<file path="config.mk">
export PLATFORM = sky130hd
export DESIGN_NAME = psh_ping_sync
export DESIGN_NICKNAME = d
export VERILOG_FILES = /design/src/psh_pkg.sv /design/src/psh_ping_sync.sv
export VERILOG_INCLUDE_DIRS = /design/src
export SDC_FILE = /design/constraint.sdc
export NUM_CORES = 1
export LEC_CHECK = 0
export BUFFER_PORTS_ARGS = -buffer_cell sky130_fd_sc_hd__buf_2
export CAP_MARGIN = 0
export CORE_ASPECT_RATIO = 0.6
export CORE_MARGIN = 3
export CORE_UTILIZATION = 41
export DETAILED_ROUTE_END_ITERATION = 12
export HOLD_SLACK_MARGIN = 0.03
export PLACE_DENSITY = 0.7
export SYNTH_ARGS = -nofsm -noshare
export SYNTH_HDL_FRONTEND = slang
export SYNTH_SLANG_ARGS = --single-unit
</file>
<file path="constraint.sdc">
create_clock -name mclk -period 2.5 [get_ports mclk]
set_input_delay 0.125 -clock mclk [delete_from_list [all_inputs] [get_ports mclk]]
set_output_delay 0.125 -clock mclk [all_outputs]
set_load 0.005 [all_outputs]
</file>
<file path="src/psh_regs.svh">
/*
 * timing constants of the ping synchronisation handshake.
 * assumes a 50 MHz system clock; counts derive from times and the rate.
 */
`ifndef PSH_REGS_SVH
`define PSH_REGS_SVH

`define PSH_CLK_HZ 50000000
`define PSH_TRIG_TIME_NS 20000
`define PSH_TRIG_CYC ((`PSH_TRIG_TIME_NS * (`PSH_CLK_HZ / 1000000) + 999) / 1000)
`define PSH_TICK_PER_SEC `PSH_CLK_HZ
`define PSH_SYNC_RST 2'h3
// the ping command rests low, so its synchroniser must rest low as well
`define PSH_CMD_SYNC_RST 2'h0
`define PSH_CNT_ZERO 32'h0
`define PSH_ONE 32'h1

`endif

</file>
<file path="src/psh_pkg.sv">
/*
 * types shared by the ping synchronisation handshake.
 * assumes nothing beyond a SystemVerilog compiler.
 */
`default_nettype none
package psh_pkg;
    timeunit 1ns;
    timeprecision 1ps;
    typedef enum logic [1:0] {
        PSH_READY = 2'b00,
        PSH_TRIG  = 2'b01,
        PSH_BUSY  = 2'b10
    } psh_state_e;
endpackage : psh_pkg
`default_nettype wire

</file>
<file path="src/psh_ping_sync.sv">
/*
 * ping synchronisation handshake: ready line, ping command input, active-low
 * transmit trigger, and a seconds counter aligned by the pulse-per-second input.
 * assumes the ping engine reports the end of the receive period with rx_done
 * (one mclk pulse, same clock domain); ping_cmd and pps_n are asynchronous pins.
 */
`include "psh_regs.svh"
`default_nettype none
module psh_ping_sync #(
    parameter int TRIG_CYC = `PSH_TRIG_CYC,
    parameter int TICK_PER_SEC = `PSH_TICK_PER_SEC
) (
    input wire logic mclk,
    input wire logic rstn,
    input wire logic ping_cmd,
    input wire logic pps_n,
    input wire logic sync_enable,
    input wire logic rx_done,
    output logic ready,
    output logic trig_n,
    output logic ping_start,
    output logic [31:0] seconds,
    output logic pps_seen
);
    timeunit 1ns;
    timeprecision 1ps;
    // ----------------------------------------------------------------
    // input synchronisers
    // ----------------------------------------------------------------
    logic [1:0] cmd_sync;
    logic [1:0] pps_sync;
    logic pps_prev;
    // two flops per pin; only the second stage feeds logic
    // each chain resets to its pin's idle level, or a phantom ping follows reset
    always_ff @(posedge mclk or negedge rstn) begin
        if (!rstn) begin
            cmd_sync <= `PSH_CMD_SYNC_RST;
            pps_sync <= `PSH_SYNC_RST;
            pps_prev <= 1'b1;
        end else begin
            cmd_sync <= {cmd_sync[0], ping_cmd};
            pps_sync <= {pps_sync[0], pps_n};
            pps_prev <= pps_sync[1];
        end
    end
    logic cmd_s;
    logic pps_fall;
    assign cmd_s = cmd_sync[1];
    assign pps_fall = pps_prev & ~pps_sync[1];

    // shared 32-bit increment for the counters below
    function automatic logic [31:0] inc32(input logic [31:0] v);
        return v + `PSH_ONE;
    endfunction : inc32

    // ----------------------------------------------------------------
    // ping handshake state machine
    // ----------------------------------------------------------------
    psh_pkg::psh_state_e state, next_state;
    logic [31:0] tcnt, next_tcnt;
    logic next_ready, next_trig_n, next_ping_start;
    // a ping command is honoured only from the ready state, so a long high
    // command simply chains pings back to back at the engine's own rate
    always_comb begin
        next_state = state;
        next_tcnt = tcnt;
        next_ready = ready;
        next_trig_n = 1'b1;
        next_ping_start = 1'b0;
        unique case (state)
            psh_pkg::PSH_READY: begin
                next_ready = 1'b1;
                if (cmd_s || !sync_enable) begin
                    next_state = psh_pkg::PSH_TRIG;
                    next_ready = 1'b0;
                    next_trig_n = 1'b0;
                    next_ping_start = 1'b1;
                    next_tcnt = `PSH_ONE;
                end
            end
            psh_pkg::PSH_TRIG: begin
                next_ready = 1'b0;
                if (tcnt >= 32'(TRIG_CYC)) begin
                    next_state = psh_pkg::PSH_BUSY;
                    next_tcnt = `PSH_CNT_ZERO;
                end else begin
                    next_trig_n = 1'b0;
                    next_tcnt = inc32(tcnt);
                end
            end
            psh_pkg::PSH_BUSY: begin
                next_ready = 1'b0;
                if (rx_done) begin
                    next_state = psh_pkg::PSH_READY;
                    next_ready = 1'b1;
                end
            end
            default: begin
                next_state = psh_pkg::PSH_READY;
                next_ready = 1'b0;
            end
        endcase
    end
    // handshake registers; outputs come straight from these flops
    always_ff @(posedge mclk or negedge rstn) begin
        if (!rstn) begin
            state <= psh_pkg::PSH_READY;
            tcnt <= `PSH_CNT_ZERO;
            ready <= 1'b0;
            trig_n <= 1'b1;
            ping_start <= 1'b0;
        end else begin
            state <= next_state;
            tcnt <= next_tcnt;
            ready <= next_ready;
            trig_n <= next_trig_n;
            ping_start <= next_ping_start;
        end
    end

    // ----------------------------------------------------------------
    // seconds counter
    // ----------------------------------------------------------------
    logic [31:0] subsec, next_subsec;
    logic [31:0] next_seconds;
    logic next_pps_seen;
    // the pps edge snaps the fraction to zero and rounds the second:
    // a late edge (fraction below half) means the free count already rolled
    always_comb begin
        next_subsec = inc32(subsec);
        next_seconds = seconds;
        next_pps_seen = 1'b0;
        if (pps_fall) begin
            next_subsec = `PSH_CNT_ZERO;
            next_pps_seen = 1'b1;
            if (subsec < 32'(TICK_PER_SEC / 2)) begin
                next_seconds = seconds;
            end else begin
                next_seconds = inc32(seconds);
            end
        end else if (subsec >= 32'(TICK_PER_SEC - 1)) begin
            next_subsec = `PSH_CNT_ZERO;
            next_seconds = inc32(seconds);
        end
    end
    // seconds registers
    always_ff @(posedge mclk or negedge rstn) begin
        if (!rstn) begin
            subsec <= `PSH_CNT_ZERO;
            seconds <= `PSH_CNT_ZERO;
            pps_seen <= 1'b0;
        end else begin
            subsec <= next_subsec;
            seconds <= next_seconds;
            pps_seen <= next_pps_seen;
        end
    end

    // ----------------------------------------------------------------
    // assertions
    // ----------------------------------------------------------------
    logic [31:0] low_cnt, next_low_cnt;
    // checker helper: length of the current trigger low phase; a counter
    // keeps the width check cheap where a long repetition would not
    always_comb begin
        next_low_cnt = trig_n ? `PSH_CNT_ZERO : inc32(low_cnt);
    end
    // checker helper register
    always_ff @(posedge mclk or negedge rstn) begin
        if (!rstn) begin
            low_cnt <= `PSH_CNT_ZERO;
        end else begin
            low_cnt <= next_low_cnt;
        end
    end
    AST_TRIG_WIDTH: assert property (@(posedge mclk) disable iff (!rstn)
        $rose(trig_n) |-> low_cnt == 32'(TRIG_CYC))
        else $error("trigger low width wrong");
    AST_TRIG_MAX: assert property (@(posedge mclk) disable iff (!rstn)
        !trig_n |-> low_cnt < 32'(TRIG_CYC))
        else $error("trigger low too long");
    AST_READY_DROP: assert property (@(posedge mclk) disable iff (!rstn)
        (state == psh_pkg::PSH_READY && (cmd_s || !sync_enable)) |=> (!ready && !trig_n))
        else $error("ping not started on command");
    AST_BUSY_NOT_READY: assert property (@(posedge mclk) disable iff (!rstn)
        !trig_n |-> !ready)
        else $error("ready high during transmit");
    AST_RX_DONE: assert property (@(posedge mclk) disable iff (!rstn)
        (state == psh_pkg::PSH_BUSY && rx_done) |=> ready)
        else $error("ready not raised after receive");
    AST_WAIT: assert property (@(posedge mclk) disable iff (!rstn)
        (state == psh_pkg::PSH_READY && !cmd_s && sync_enable) |=> trig_n)
        else $error("ping without command");
    AST_FREE_RUN: assert property (@(posedge mclk) disable iff (!rstn)
        (state == psh_pkg::PSH_READY && !sync_enable) |=> $fell(trig_n))
        else $error("no free-running ping");
    AST_PPS_ALIGN: assert property (@(posedge mclk) disable iff (!rstn)
        pps_fall |=> (subsec == `PSH_CNT_ZERO && pps_seen))
        else $error("pps did not align counter");
    AST_PPS_SYNC: assert property (@(posedge mclk) disable iff (!rstn)
        $fell(pps_n) ##1 !pps_n ##1 !pps_n |=> pps_fall || $past(pps_fall))
        else $error("pps edge not seen");
    AST_TRIG_ONE_START: assert property (@(posedge mclk) disable iff (!rstn)
        ping_start |-> !trig_n)
        else $error("start without trigger");
    AST_START_PULSE: assert property (@(posedge mclk) disable iff (!rstn)
        ping_start |=> !ping_start)
        else $error("start pulse longer than one cycle");
    AST_PPS_PULSE: assert property (@(posedge mclk) disable iff (!rstn)
        pps_seen |=> !pps_seen)
        else $error("pps flag longer than one cycle");
    AST_SECONDS_STEP: assert property (@(posedge mclk) disable iff (!rstn)
        $changed(seconds) |-> seconds == inc32($past(seconds)))
        else $error("seconds jumped by more than one");
endmodule : psh_ping_sync
`default_nettype wire

</file>
==> results.py <==
metrics = {
    "routing": {
        "antenna_left": 0,
        "via_count": 3500,
        "wl_per_cell_microns": 14.4,
        "viasPerCell": 5.07,
        "drc": 0,
        "wirelength_mm": 9.95,
        "drt-initial-drc-count": 280,
        "first_pass_iters": 4,
    },
    "setup_path": {
        "crit_fanout": 12,
        "worstPathRequired_ps": 2720,
        "start_kind": "register",
        "crit_arrival_ps": 2630,
        "path_class": "register to register",
        "worst_setup_path_end_kind": "register",
    },
    "yosys": {
        "synth_top_area_frac": 0.533,
        "synthArstFlopShare": 1.00,
        "yosysWarnings": 0,
        "ys.flop_type": "dfrtp_1",
        "synth_cell_type_count": 54,
        "synth_edf_count": 0,
        "synth_top_cells_by_area": "dfrtp_1 (53%), xor2_1 (5.6%), xnor2_1 (4.2%)",
        "syn_area_sq_um": 4840,
        "synth_cells": 457,
        "avgSynthCellArea_sq_um": 10.6,
        "yosysSeqAreaShare": 0.555,
        "synth_most_common_cell": "dfrtp_1",
        "yosys.area.top_type": "dfrtp_1",
        "ys_ff_latch": 107,
        "synth.cells.most_frequent": "dfrtp_1 (103), nor2_1 (52), nand2_1 (36)",
    },
    "die": {
        "core_area_sq_um": 11400,
        "rows": 30,
        "ios": 42,
        "dieArea_sq_um": 13200,
        "die_y_microns": 90.1,
        "die_w_microns": 146,
        "start_util": 0.424,
    },
    "sta": {
        "post-route-period-util": 0.963,
        "clock.fmax_ghz": 0.415,
        "worst_pin_slew_ps": 662,
        "setup_viol": 0,
        "hold_slack_ps": 244,
        "hold_viol_final": 0,
        "slew_headroom": 0.555,
        "maxSlewViolCount": 0,
        "timing.final.crit_period_ps": 2410,
        "final.setup_skew_ps": 10.8,
        "setup_slack_ps": 91.9,
    },
    "cells_and_area": {
        "antennaDiodeCount": 0,
        "multi_input_area_sq_um": 2110,
        "fillers": 1053,
        "drive_above_1_share": 0.196,
        "area_growth_pct": 19.1,
        "finalNetCount": 535,
        "regArea_sq_um": 2680,
    },
    "placed_design": {
        "pre_cts_ws_ps": -106,
        "gp_congestion": 0.847,
        "dp_hpwl_mm": 7.04,
        "port_buffers": 41,
    },
    "global_routing": {
        "grt_max_degree": 65,
        "antenna_found_initial": 0,
        "grt_usage": 0.158,
        "grt_pass1_vias": 3396,
        "grt.overflow.total": 0,
        "grt_pass1_wl_mm": 17.1,
    },
    "power_and_ir_drop": {
        "ir_drop_mv": 0.383,
        "p_switching_mw": 1.02,
        "power_switching_share": 0.273,
        "p_comb_frac": 0.120,
        "power_frac_clock": 0.350,
        "internal-power_mw": 2.73,
        "seq_power_share": 0.530,
        "power_mw": 3.75,
        "power_density_nw_per_um2": 651,
        "p_leak_nw": 2.67,
    },
    "clock_tree": {
        "root_buffer": "clkbuf_16",
        "cts_tree": "yes",
        "insertion_delay_ps": 350,
        "clockBufferDepth": 2,
        "path_clk_slew_ps": 70,
        "htreeDepth": 3,
        "cts.sinks": 107,
        "numCtsBuffers": 9,
    },
    "worst_hold_path": {
        "hold_class": "input port to register",
    },
    "outcome": {
        "status": "finished, final reports clean",
    },
    "run": {
        "maxCapViolations": 0,
    },
}
## final timing paths
path,startpoint,endpoint,slack (ps),cells after the start
max,subsec[10]$_DFF_PN0_,seconds[10]$_DFFE_PN0P_,90,7
min,sync_enable,ready$_DFF_PN0_,240,4
max reg2reg,subsec[10]$_DFF_PN0_,seconds[10]$_DFFE_PN0P_,90,7
min reg2reg,cmd_sync[0]$_DFF_PN0_,cmd_sync[1]$_DFF_PN0_,350,0
max in group asynchronous,rstn,trig_n$_DFF_PN1_,1410,3
min in group asynchronous,rstn,subsec[0]$_DFF_PN0_,330,2
## power groups by stage
stage	logic, mW	clock network (mW)	registers, mW
floorplan	0.249	0	2.00
global route	0.507	1.43	2.01
finish	0.448	1.31	1.99
CTS	0.451	1.36	1.99
global placement	0.428	0	2.01
detailed placement	0.447	0	2.02
## repair_timing
item	4_1_cts	5_1_grt
hold buffers	4	0
gates resized for setup	1	7
buffers inserted	0	3
endpoints found under the setup margin	2	20
endpoints found under the hold margin	43	0
pin swaps	0	2
gates cloned	0	0
## metrics by stage
step	utilization	setup TNS [ps]	std cells	area (sq um)
global route	0.505	-4.73	690	5760
finish	0.505	0	690	5760
global placement	0.470	-38.7	667	5370
floorplan	-	0	462	4850
CTS	0.499	0	687	5690
detailed placement	0.470	-163	667	5370
## layer usage
layer,global-route usage,part of all wire,vias to the layer above
li1,-,-,1710
met1,0.239,0.52,1729
met2,0.227,0.44,52
met3,0.0408,0.032,9
met4,0.0376,0.0094,0
met5,0,0,-
## kinds of logic (layout without fill, tap and decap cells)
kind of cell	after synthesis	in the layout	share of synthesized area
AO/OA/AOI/OAI	41	41	0.0543
XOR/XNOR	55	55	0.101
adder cells (fa/ha/maj)	4	4	0.0103
buffers and inverters	29	97	0.0248
flip-flops	107	107	0.555
multiplexers	2	2	0.00440
other	1	6	0.000775
AND/OR/NAND/NOR	218	218	0.249
## worst max-delay path: stages, from the launching register on
cell	delay, ps
dfrtp_1	420
or4_1	590
a211oi_1	450
o2111ai_4	220
nand3_4	220
buf_12	170
nor3_1	70
xor2_1	150
## registers in the layout, indices dropped and copies added (netlist names)
register and count:
cmd_sync 2, pps_seen 1, pps_prev 1, ping_start 1, tcnt 32, seconds 32
ready 1, state 2, subsec 32, trig_n 1, pps_sync 2
## layout by cell type (no fill, tap or decap), types with 4 or more instances in the layout
| cell type | n |
|---|---|
| and2_1 | 15 |
| buf_2 | 40 |
| nor2b_1 | 6 |
| and3_1 | 14 |
| nand4_1 | 12 |
| a21oi_1 | 6 |
| dfrtp_1 | 103 |
| nor3_1 | 22 |
| ha_1 | 4 |
| dfstp_2 | 4 |
| xnor2_1 | 23 |
| conb_1 | 6 |
| nor4_1 | 7 |
| nor2_1 | 51 |
| dlygate4sd3_1 | 4 |
| nor4_2 | 7 |
| nand2_1 | 36 |
| inv_1 | 15 |
| o21ai_0 | 16 |
| buf_4 | 18 |
| clkbuf_16 | 9 |
| a31oi_1 | 5 |
| xor2_1 | 31 |
| and4_1 | 4 |
| nand3_1 | 20 |
## layout make-up
cell class,count,area share
clock buffer,9,0.0391
clock inverter,7,0.00890
inverter,16,0.0104
multi-input combinational,326,0.366
sequential,107,0.466
tap,160,0.0347
timing repair buffer,65,0.0756
No activity file was read; power rests on OpenSTA's default activity.
